$ cat src/rtl/spen_pkg.sv
// Constants for the switch port event notification block
package spen_pkg;
    // Register byte offsets
    localparam logic [7:0] SPEN_CTRL_ADDR = 8'h00;
    localparam logic [7:0] SPEN_RETRY_THR_ADDR = 8'h04;
    localparam logic [7:0] SPEN_ERR_THR_ADDR = 8'h08;
    localparam logic [7:0] SPEN_QUEUE_THR_ADDR = 8'h0C;
    localparam logic [7:0] SPEN_REORDER_THR_ADDR = 8'h10;
    localparam logic [7:0] SPEN_PORT_STAT_ADDR = 8'h14;
    localparam logic [7:0] SPEN_ERR_DETECT_ADDR = 8'h18;
    localparam logic [7:0] SPEN_CSYM_STAT_ADDR = 8'h1C;
    localparam logic [7:0] SPEN_GLOBAL_STAT_ADDR = 8'h20;
    localparam logic [7:0] SPEN_INT_EN_ADDR = 8'h24;
    localparam logic [7:0] SPEN_PW_EN_ADDR = 8'h28;
    localparam logic [7:0] SPEN_COUNT_ADDR = 8'h2C;
    localparam int SPEN_ADDR_W = 8;
    // Event bit positions in port status, enables and port-write code
    localparam int SPEN_EV_RETRY = 0;
    localparam int SPEN_EV_BADTR = 1;
    localparam int SPEN_EV_PARITY = 2;
    localparam int SPEN_EV_FAIL = 3;
    localparam int SPEN_EV_DEG = 4;
    localparam int SPEN_EV_EGRESS = 5;
    localparam int SPEN_EV_INGRESS = 6;
    localparam int SPEN_EV_REORDER = 7;
    localparam int SPEN_EV_RESET = 8;
    localparam int SPEN_EV_MCAST = 9;
    localparam int SPEN_NEV = 10;
    localparam int SPEN_NPW = 8;
    // Control symbol / global bit positions
    localparam int SPEN_CS_RESET = 0;
    localparam int SPEN_CS_MCAST = 1;
    // Reset values and counts
    localparam logic [15:0] SPEN_REORDER_THR_RST = 16'hFFFF;
    localparam logic [15:0] SPEN_RETRY_THR_RST = 16'h0010;
    localparam logic [7:0] SPEN_ERR_FAIL_RST = 8'hFF;
    localparam logic [7:0] SPEN_ERR_DEG_RST = 8'hFF;
    localparam logic [15:0] SPEN_QUEUE_THR_RST = 16'hFFFF;
    localparam logic [2:0] SPEN_RESET_RUN = 3'h4;
    // Control register bits
    localparam int SPEN_CTRL_INT_GLOBAL = 0;
    localparam int SPEN_CTRL_PW_GLOBAL = 1;
endpackage

$ cat src/rtl/spen_event_notify.sv
// Per-port event detection, status capture and notification
//
// Chosen here: the AHB-Lite slave port and the placing of the registers.
`timescale 1ns/10ps
`default_nettype none
module spen_event_notify
    import spen_pkg::*;
#(
    parameter int CNT_W = 16,       // Egress and ingress queue counter width
    parameter int PARINFO_W = 16    // Lookup failure info width
) (
    input wire logic hclk, // Core clock
    input wire logic hresetn, // Async reset, active low
    input wire logic clk_en, // Freezes all state when low
    input wire logic hsel, // AHB select
    input wire logic [31:0] haddr, // AHB address
    input wire logic [1:0] htrans, // AHB transfer type
    input wire logic hwrite, // AHB write
    input wire logic [2:0] hsize, // AHB size
    input wire logic hready, // AHB bus ready
    input wire logic [31:0] hwdata, // AHB write data
    output logic [31:0] hrdata, // AHB read data
    output logic hreadyout, // AHB slave ready
    output logic hresp, // AHB response
    input wire logic pkt_retry, // Packet retried
    input wire logic pkt_accept, // Packet acceptance received
    input wire logic rx_pkt_valid, // Inbound packet header valid
    input wire logic rx_lut_unmapped, // Lookup entry unmapped
    input wire logic rx_tt_reserved, // Reserved transport type
    input wire logic rx_is_maint, // Maintenance packet
    input wire logic [7:0] rx_hop_count, // Maintenance hop count
    input wire logic lut_parity_err, // Parity fault during lookup
    input wire logic [PARINFO_W-1:0] lut_parity_info, // Failing lookup info
    input wire logic [7:0] err_rate_count, // Error rate counter
    input wire logic rx_reset_symbol, // Reset request symbol received
    input wire logic rx_other_symbol, // Any other control symbol
    input wire logic rx_mcast_symbol, // Multicast event symbol
    input wire logic egress_over_pulse, // Egress queue over threshold
    input wire logic ingress_over_pulse, // Ingress queue over threshold
    input wire logic reorder_pulse, // Packet reordered
    input wire logic pw_ready, // Port-write sender accepts
    output logic pw_valid, // Port-write request
    output logic [SPEN_NPW-1:0] pw_events, // Events carried in port-write
    output logic event_int_n // Interrupt, active low
);
    // Register state
    logic [1:0] ctrl;
    logic [15:0] retry_thr;
    logic [7:0] fail_thr;
    logic [7:0] deg_thr;
    logic [15:0] egress_thr;
    logic [15:0] ingress_thr;
    logic [15:0] reorder_thr;
    logic [SPEN_NEV-1:0] port_stat;
    logic [SPEN_NEV-1:0] int_en;
    logic [SPEN_NPW-1:0] pw_en;
    logic vendor_error_detect_flag;
    logic [1:0] csym_stat;
    logic [1:0] global_stat;
    logic [PARINFO_W-1:0] parity_info;
    // Counters
    logic [15:0] retry_cnt;
    logic [CNT_W-1:0] egress_cnt;
    logic [CNT_W-1:0] ingress_cnt;
    logic [15:0] reorder_cnt;
    logic [2:0] reset_run;
    logic fail_seen;
    logic deg_seen;
    // Bus pipeline
    logic dp_write;
    logic dp_read;
    logic [SPEN_ADDR_W-1:0] dp_addr;
    logic [SPEN_NPW-1:0] pw_pending;
    // Event pulses
    logic [SPEN_NEV-1:0] ev;
    logic ev_retry;
    logic ev_badtr;
    logic ev_fail;
    logic ev_deg;
    logic ev_reset;
    logic wr_port_stat;
    logic wr_csym;
    logic wr_global;
    logic [31:0] next_hrdata;

    // Retry reaches threshold
    assign ev_retry = pkt_retry && ((retry_cnt + 16'h0001) >= retry_thr);
    // Unmapped lookup or reserved type
    assign ev_badtr = rx_pkt_valid && (rx_lut_unmapped ||
        (rx_tt_reserved && (!rx_is_maint || (rx_hop_count != 8'h00))));
    // Error rate thresholds, edge of reaching
    assign ev_fail = (err_rate_count >= fail_thr) && !fail_seen;
    assign ev_deg = (err_rate_count >= deg_thr) && !deg_seen;
    // Fourth consecutive reset symbol
    assign ev_reset = rx_reset_symbol && (reset_run == SPEN_RESET_RUN - 3'h1);

    // Collected event vector
    always_comb begin
        ev = '0;
        ev[SPEN_EV_RETRY] = ev_retry;
        ev[SPEN_EV_BADTR] = ev_badtr;
        ev[SPEN_EV_PARITY] = lut_parity_err;
        ev[SPEN_EV_FAIL] = ev_fail;
        ev[SPEN_EV_DEG] = ev_deg;
        ev[SPEN_EV_EGRESS] = egress_over_pulse &&
            ((egress_cnt + 1'b1) >= CNT_W'(egress_thr));
        ev[SPEN_EV_INGRESS] = ingress_over_pulse &&
            ((ingress_cnt + 1'b1) >= CNT_W'(ingress_thr));
        ev[SPEN_EV_REORDER] = reorder_pulse &&
            ((reorder_cnt + 16'h0001) >= reorder_thr);
        ev[SPEN_EV_RESET] = ev_reset;
        ev[SPEN_EV_MCAST] = rx_mcast_symbol;
    end

    // Write strobes decoded in data phase
    assign wr_port_stat = dp_write && (dp_addr == SPEN_PORT_STAT_ADDR);
    assign wr_csym = dp_write && (dp_addr == SPEN_CSYM_STAT_ADDR);
    assign wr_global = dp_write && (dp_addr == SPEN_GLOBAL_STAT_ADDR);

    // AHB address phase capture, zero wait states for writes
    always_ff @(posedge hclk or negedge hresetn) begin
        if (!hresetn) begin
            dp_write <= 1'b0;
            dp_read <= 1'b0;
            dp_addr <= '0;
        end else if (clk_en && hready) begin
            dp_write <= hsel && htrans[1] && hwrite;
            dp_read <= hsel && htrans[1] && !hwrite;
            dp_addr <= haddr[SPEN_ADDR_W-1:0];
        end
    end

    // One wait state per read, so registered data meets the data phase
    always_ff @(posedge hclk or negedge hresetn) begin
        if (!hresetn) begin
            hreadyout <= 1'b1;
            hresp <= 1'b0;
        end else if (clk_en) begin
            hreadyout <= !(hready && hsel && htrans[1] && !hwrite);
            hresp <= 1'b0;
        end
    end

    // Configuration registers
    always_ff @(posedge hclk or negedge hresetn) begin
        if (!hresetn) begin
            ctrl <= 2'h3;
            retry_thr <= SPEN_RETRY_THR_RST;
            fail_thr <= SPEN_ERR_FAIL_RST;
            deg_thr <= SPEN_ERR_DEG_RST;
            egress_thr <= SPEN_QUEUE_THR_RST;
            ingress_thr <= SPEN_QUEUE_THR_RST;
            reorder_thr <= SPEN_REORDER_THR_RST;
            int_en <= '0;
            pw_en <= '0;
        end else if (clk_en && dp_write) begin
            case (dp_addr)
                SPEN_CTRL_ADDR: ctrl <= hwdata[1:0];
                SPEN_RETRY_THR_ADDR: retry_thr <= hwdata[15:0];
                SPEN_ERR_THR_ADDR: begin
                    fail_thr <= hwdata[15:8];
                    deg_thr <= hwdata[7:0];
                end
                SPEN_QUEUE_THR_ADDR: begin
                    egress_thr <= hwdata[31:16];
                    ingress_thr <= hwdata[15:0];
                end
                SPEN_REORDER_THR_ADDR: reorder_thr <= hwdata[15:0];
                SPEN_INT_EN_ADDR: int_en <= hwdata[SPEN_NEV-1:0];
                SPEN_PW_EN_ADDR: pw_en <= hwdata[SPEN_NPW-1:0];
                default: ;
            endcase
        end
    end

    // Shared retry counter
    always_ff @(posedge hclk or negedge hresetn) begin
        if (!hresetn) begin
            retry_cnt <= '0;
        end else if (clk_en) begin
            if (pkt_accept || ev_retry) begin
                retry_cnt <= '0;
            end else if (pkt_retry) begin
                retry_cnt <= retry_cnt + 16'h0001;
            end
        end
    end

    // Queue and reorder counters, restart on reaching threshold
    always_ff @(posedge hclk or negedge hresetn) begin
        if (!hresetn) begin
            egress_cnt <= '0;
            ingress_cnt <= '0;
            reorder_cnt <= '0;
        end else if (clk_en) begin
            if (ev[SPEN_EV_EGRESS]) begin
                egress_cnt <= '0;
            end else if (egress_over_pulse) begin
                egress_cnt <= egress_cnt + 1'b1;
            end
            if (ev[SPEN_EV_INGRESS]) begin
                ingress_cnt <= '0;
            end else if (ingress_over_pulse) begin
                ingress_cnt <= ingress_cnt + 1'b1;
            end
            if (ev[SPEN_EV_REORDER]) begin
                reorder_cnt <= '0;
            end else if (reorder_pulse) begin
                reorder_cnt <= reorder_cnt + 16'h0001;
            end
        end
    end

    // Consecutive reset symbol run; other symbols break it
    always_ff @(posedge hclk or negedge hresetn) begin
        if (!hresetn) begin
            reset_run <= '0;
        end else if (clk_en) begin
            if (ev_reset || rx_other_symbol || rx_mcast_symbol) begin
                reset_run <= '0;
            end else if (rx_reset_symbol) begin
                reset_run <= reset_run + 3'h1;
            end
        end
    end

    // Threshold crossing memory for error rate
    always_ff @(posedge hclk or negedge hresetn) begin
        if (!hresetn) begin
            fail_seen <= 1'b0;
            deg_seen <= 1'b0;
        end else if (clk_en) begin
            fail_seen <= err_rate_count >= fail_thr;
            deg_seen <= err_rate_count >= deg_thr;
        end
    end

    // Sticky port status, set wins over write-one-to-clear
    always_ff @(posedge hclk or negedge hresetn) begin
        if (!hresetn) begin
            port_stat <= '0;
        end else if (clk_en) begin
            port_stat <= (port_stat & ~(wr_port_stat ? hwdata[SPEN_NEV-1:0] : '0))
                | ev;
        end
    end

    // Vendor error detect bit for retry, bad transaction and parity events
    always_ff @(posedge hclk or negedge hresetn) begin
        if (!hresetn) begin
            vendor_error_detect_flag <= 1'b0;
        end else if (clk_en) begin
            if (ev_retry || ev_badtr || lut_parity_err) begin
                vendor_error_detect_flag <= 1'b1;
            end else if (dp_write && (dp_addr == SPEN_ERR_DETECT_ADDR) && hwdata[0]) begin
                vendor_error_detect_flag <= 1'b0;
            end
        end
    end

    // Lookup parity failure info, first failure held
    always_ff @(posedge hclk or negedge hresetn) begin
        if (!hresetn) begin
            parity_info <= '0;
        end else if (clk_en && lut_parity_err && !port_stat[SPEN_EV_PARITY]) begin
            parity_info <= lut_parity_info;
        end
    end

    // Control symbol and global status bits
    always_ff @(posedge hclk or negedge hresetn) begin
        if (!hresetn) begin
            csym_stat <= '0;
            global_stat <= '0;
        end else if (clk_en) begin
            csym_stat[SPEN_CS_RESET] <= ev_reset ||
                (csym_stat[SPEN_CS_RESET] && !(wr_csym && hwdata[SPEN_CS_RESET]));
            csym_stat[SPEN_CS_MCAST] <= rx_mcast_symbol ||
                (csym_stat[SPEN_CS_MCAST] && !(wr_csym && hwdata[SPEN_CS_MCAST]));
            global_stat[SPEN_CS_RESET] <= ev_reset ||
                (global_stat[SPEN_CS_RESET] && !(wr_global && hwdata[SPEN_CS_RESET]));
            global_stat[SPEN_CS_MCAST] <= rx_mcast_symbol ||
                (global_stat[SPEN_CS_MCAST] && !(wr_global && hwdata[SPEN_CS_MCAST]));
        end
    end

    // Interrupt from any enabled pending status
    always_ff @(posedge hclk or negedge hresetn) begin
        if (!hresetn) begin
            event_int_n <= 1'b1;
        end else if (clk_en) begin
            event_int_n <= !(ctrl[SPEN_CTRL_INT_GLOBAL] && |(port_stat & int_en));
        end
    end

    // Port-write request; reset and multicast events never included
    always_ff @(posedge hclk or negedge hresetn) begin
        if (!hresetn) begin
            pw_pending <= '0;
            pw_valid <= 1'b0;
            pw_events <= '0;
        end else if (clk_en) begin
            if (pw_valid && pw_ready) begin
                pw_valid <= 1'b0;
                pw_pending <= ev[SPEN_NPW-1:0] & pw_en;
            end else if (!pw_valid && (|pw_pending) && ctrl[SPEN_CTRL_PW_GLOBAL]) begin
                pw_valid <= 1'b1;
                pw_events <= pw_pending;
                pw_pending <= ev[SPEN_NPW-1:0] & pw_en;
            end else begin
                pw_pending <= pw_pending | (ev[SPEN_NPW-1:0] & pw_en);
            end
        end
    end

    // Read mux
    always_comb begin
        next_hrdata = '0;
        case (dp_addr)
            SPEN_CTRL_ADDR: next_hrdata[1:0] = ctrl;
            SPEN_RETRY_THR_ADDR: next_hrdata[15:0] = retry_thr;
            SPEN_ERR_THR_ADDR: next_hrdata[15:0] = {fail_thr, deg_thr};
            SPEN_QUEUE_THR_ADDR: next_hrdata = {egress_thr, ingress_thr};
            SPEN_REORDER_THR_ADDR: next_hrdata[15:0] = reorder_thr;
            SPEN_PORT_STAT_ADDR: next_hrdata[SPEN_NEV-1:0] = port_stat;
            SPEN_ERR_DETECT_ADDR: next_hrdata = {PARINFO_W'(parity_info), 15'h0000,
                vendor_error_detect_flag};
            SPEN_CSYM_STAT_ADDR: next_hrdata[1:0] = csym_stat;
            SPEN_GLOBAL_STAT_ADDR: next_hrdata[1:0] = global_stat;
            SPEN_INT_EN_ADDR: next_hrdata[SPEN_NEV-1:0] = int_en;
            SPEN_PW_EN_ADDR: next_hrdata[SPEN_NPW-1:0] = pw_en;
            SPEN_COUNT_ADDR: next_hrdata = {reorder_cnt, retry_cnt};
            default: next_hrdata = '0;
        endcase
    end

    // Read data loaded in the wait state
    always_ff @(posedge hclk or negedge hresetn) begin
        if (!hresetn) begin
            hrdata <= '0;
        end else if (clk_en && hready && hsel && htrans[1] && !hwrite) begin
            hrdata <= '0;
        end else if (clk_en && dp_read && !hreadyout) begin
            hrdata <= next_hrdata;
        end
    end
endmodule
`default_nettype wire

$ cat config.mk
export PLATFORM = sky130hd
export DESIGN_NAME = spen_event_notify
export DESIGN_NICKNAME = d
export VERILOG_FILES = /design/src/rtl/spen_pkg.sv /design/src/rtl/spen_event_notify.sv
export SDC_FILE = /design/constraint.sdc
export NUM_CORES = 1
export LEC_CHECK = 0
export BUFFER_PORTS_ARGS = -buffer_cell sky130_fd_sc_hd__buf_4
export CORE_UTILIZATION = 40
export DETAILED_ROUTE_END_ITERATION = 6
export HOLD_SLACK_MARGIN = 0.08
export PLACE_DENSITY = 0.55
export SLEW_MARGIN = 20
export SYNTH_ARGS = -nofsm -noshare
export SYNTH_HDL_FRONTEND = slang
export SYNTH_SLANG_ARGS = --single-unit
$ cat constraint.sdc
create_clock -name hclk -period 5.5 [get_ports hclk]
set_input_delay 0.275 -clock hclk [delete_from_list [all_inputs] [get_ports hclk]]
set_output_delay 0.275 -clock hclk [all_outputs]
set_load 0.02 [all_outputs]
==> results.ini <==
[worst_setup_path]
arrival_time_of_the_worst_setup_path_ns=4.47
cp_slowest_stage_delay_ns=0.59
slowest_stage=sky130_fd_sc_hd__nor4_2
largest_fanout_of_any_net_on_the_critical_path=12
path_buf_inv=2
end_kind=flop
worst_ep_required_time_ns=6.01
worstPathCellList=ha_1, nand2_1, nor4_2, and3_1, xor2_1, ha_1, nand2_1, o21bai_2, a2111oi_4, a2111oi_4, buf_4, nor2_1, buf_4, a41o_1
timing.critical_path.max_delay_family=simple AND/OR/NAND/NOR gates
criticalPathCategory=reg -> reg
startpoint_type=flop

[detailed_routing]
total_number_of_vias=12100
dr.first_iter.drc_count=974
remaining_drc_errors=16
firstDrtPassIters=7
antenna_left=0
avgRoutedWirePerCell_um=21.1
drt_wl_total_um=45400
detail_route.vias_per_cell=5.66

[sta]
clock.fmax_mhz=253
drv_slew=0
worstMarginPinSlew_ns=1.13
finalHoldViolCount=0
finalWorstSetupSlack_ns=1.54
fin_clk_skew_ns=0.0111
grt_setup_unrepaired=no
setup_viol_count_final=0
fin_crit_sh_pct=71.9
setup-tns-final_ns=0
timing.slew.headroom_pct=25.0
fin_crit_ns=3.96

[clock_tree]
clk_root_buffer_cell=sky130_fd_sc_hd__clkbuf_16
cts_max_level=1
clock-sinks=261
cts_tree=yes
clkSlewWorstSetupHoldPaths_ns=0.06
tritoncts.num_buffers=31
cts_post_setup_buffers_inserted=0
cts-root-to-sink-buffers=3
worstSkewPairLatency_ns=0.58

[status]
failed_checks=design-rule violations
outcome=complete, but fails checks

[place]
placement.io_buffers=135
gp_congestion=0.909
pre_cts_ws_ns=1.60
detailedPlacementHpwl_um=32400

[synthesis]
synth.largest_area_cell=sky130_fd_sc_hd__dfrtp_1
yosys.area.top_type_share_pct=32.8
yosys-top-cells-area=sky130_fd_sc_hd__dfrtp_1 (33%), sky130_fd_sc_hd__dfstp_2 (12%), sky130_fd_sc_hd__ha_1 (7.3%)
synth_enable_flop_cells=0
yosys-top-cells-count=sky130_fd_sc_hd__nand2_1 (207), sky130_fd_sc_hd__dfrtp_1 (192), sky130_fd_sc_hd__o21ai_0 (141)
yosysMostFrequentCell=sky130_fd_sc_hd__nand2_1
yosys.cell_types.count=84
synth.ff_latch_count=261
post_synth_instance_area_mm2=0.0147
async_flop_share_pct=100
netlist_instances=1485
synthesis.area_per_instance_um2=9.87
yosys_warnings=0
postSynthNetCount=1692
synth_ff_type=sky130_fd_sc_hd__dfrtp_1
synth_seq_area_share_pct=45.1

[worst_hold_path]
holdCritPathClass=in -> reg

[die]
design.die.area_mm2=0.0374
vertical_extent_of_the_die_um=193
core_area_mm2=0.0358
die_width_um=193
io_pins=165
starting_utilization_of_the_core_area_pct=40.9
placement_rows=69

[global_route]
grt_max_degree=112
gr-usage-all-layers_pct=24.3
grt_pass1_vias=11900
grt_antenna_before_repair=0
grt_first_pass_wirelength_um=70900
grt_overflow_total=0

[cells_and_area]
multiInputGateArea_mm2=0.00734
nNetsFinal=1868
layout_cells_sized_above_1_pct=22.4
antenna_cells=0
ff_latch_area_mm2=0.00662
n_fill_cell=3382
area.growth.synth_to_final_pct=21.3

[flow_run]
cap_viol_max_count=0

[pwr]
static_leakage_nw=8.39
worst_ir_drop_vdd_v=0.000207
power_density_mw_per_mm2=288

worst reg2reg max path: stages, from the launching register on:
cell,delay (ns)
sky130_fd_sc_hd__dfrtp_1,0.42
sky130_fd_sc_hd__ha_1,0.29
sky130_fd_sc_hd__nand2_1,0.11
sky130_fd_sc_hd__nor4_2,0.59
sky130_fd_sc_hd__and3_1,0.26
sky130_fd_sc_hd__xor2_1,0.21
sky130_fd_sc_hd__ha_1,0.28
sky130_fd_sc_hd__nand2_1,0.08
sky130_fd_sc_hd__o21bai_2,0.10
sky130_fd_sc_hd__a2111oi_4,0.34
sky130_fd_sc_hd__a2111oi_4,0.11
sky130_fd_sc_hd__buf_4,0.20
sky130_fd_sc_hd__nor2_1,0.43
sky130_fd_sc_hd__buf_4,0.28
sky130_fd_sc_hd__a41o_1,0.19
cells by family after synthesis:
group | share of synthesized area, %
AO/OA/AOI/OAI | 17.7
XOR/XNOR | 3.23
adder cells (fa/ha/maj) | 7.34
buffers and inverters | 4.95
flip-flops | 45.1
multiplexers | 6.06
other | 0.0256
AND/OR/NAND/NOR | 15.6
state kept, by name (all words and copies together) (netlist names), 2 cells and up:
name         count
ctrl             2
retry_thr       16
global_stat      2
ingress_thr     16
csym_stat        2
fail_thr         8
pw_pending       8
hrdata          32
egress_thr      16
egress_cnt      16
deg_thr          8
pw_en            8
reorder_cnt     16
reorder_thr     16
reset_run        3
pw_events        8
ingress_cnt     16
port_stat       10
parity_info     16
int_en          10
retry_cnt       16
dp_addr          8
timing repair:
item                                   4_1_cts  5_1_grt
endpoints found under the hold margin      203        0
hold buffers                                66        0
resized for setup                            0        0
final timing paths:
| check | start | end | slack, ns | cells past startpoint |
|---|---|---|---|---|
| max | egress_cnt[0] | egress_cnt[4] | 1.54 | 14 |
| min | pkt_accept | retry_cnt[3] | 0.11 | 4 |
| max reg2reg | egress_cnt[0] | egress_cnt[4] | 1.54 | 14 |
| min reg2reg | dp_read | dp_read | 0.48 | 1 |
| max in group asynchronous | hresetn | hrdata[9] | 3.83 | 3 |
| min in group asynchronous | hresetn | hrdata[10] | 0.29 | 2 |
where the power goes:
group          leakage [nW]  total, mW  internal (mW)  switching [mW]
combinational          4.71      0.721          0.326           0.394
clock                 0.528       2.17           1.32           0.848
sequential             3.15       2.24           2.08           0.166
metrics by stage:
| step | power (mW) | cell area [um^2] | std cells | util (%) | hold WS, ns |
|---|---|---|---|---|---|
| 3_3_place_gp | 2.93 | 16100 | 2023 | 44.8 | 0.354 |
| 2_1_floorplan | 2.66 | 14700 | 1485 | - | -0.0206 |
| 5_1_grt | 5.34 | 17800 | 2146 | 49.7 | 0.123 |
| 6_report | 5.13 | 17800 | 2146 | 49.7 | 0.109 |
| 4_1_cts | 5.17 | 17800 | 2146 | 49.7 | 0.0899 |
| 3_5_place_dp | 2.95 | 16100 | 2023 | 44.8 | 0.352 |
layout by cell type, fill, tap and decap left out, types with 34 or more instances in the layout:
master	count
sky130_fd_sc_hd__a21oi_1	34
sky130_fd_sc_hd__nand3_1	45
sky130_fd_sc_hd__nand2_1	207
sky130_fd_sc_hd__o21ai_0	141
sky130_fd_sc_hd__xnor2_1	36
sky130_fd_sc_hd__dlygate4sd3_1	66
sky130_fd_sc_hd__nor2_1	63
sky130_fd_sc_hd__buf_4	150
sky130_fd_sc_hd__mux2_2	62
sky130_fd_sc_hd__dfrtp_1	192
sky130_fd_sc_hd__dfstp_2	69
sky130_fd_sc_hd__ha_1	86
sky130_fd_sc_hd__inv_1	97
layout make-up:
type | instances | area share (%)
multi-input combinational | 1052 | 41.2
sequential | 261 | 37.2
timing repair buffer | 218 | 10.2
clock buffer | 49 | 5.36
tap | 461 | 3.24
inverter | 97 | 2.05
clock inverter | 8 | 0.682
metal layers:
metal  up-vias  global-route usage [%]  wire length, um
li1       5712                       -                -
met1      5936                    33.3            20100
met2       435                    40.1            21400
met3        66                    3.71             2740
met4         0                    6.31             1150
met5         -                       0                0
No activity file was read; power rests on OpenSTA's default activity.
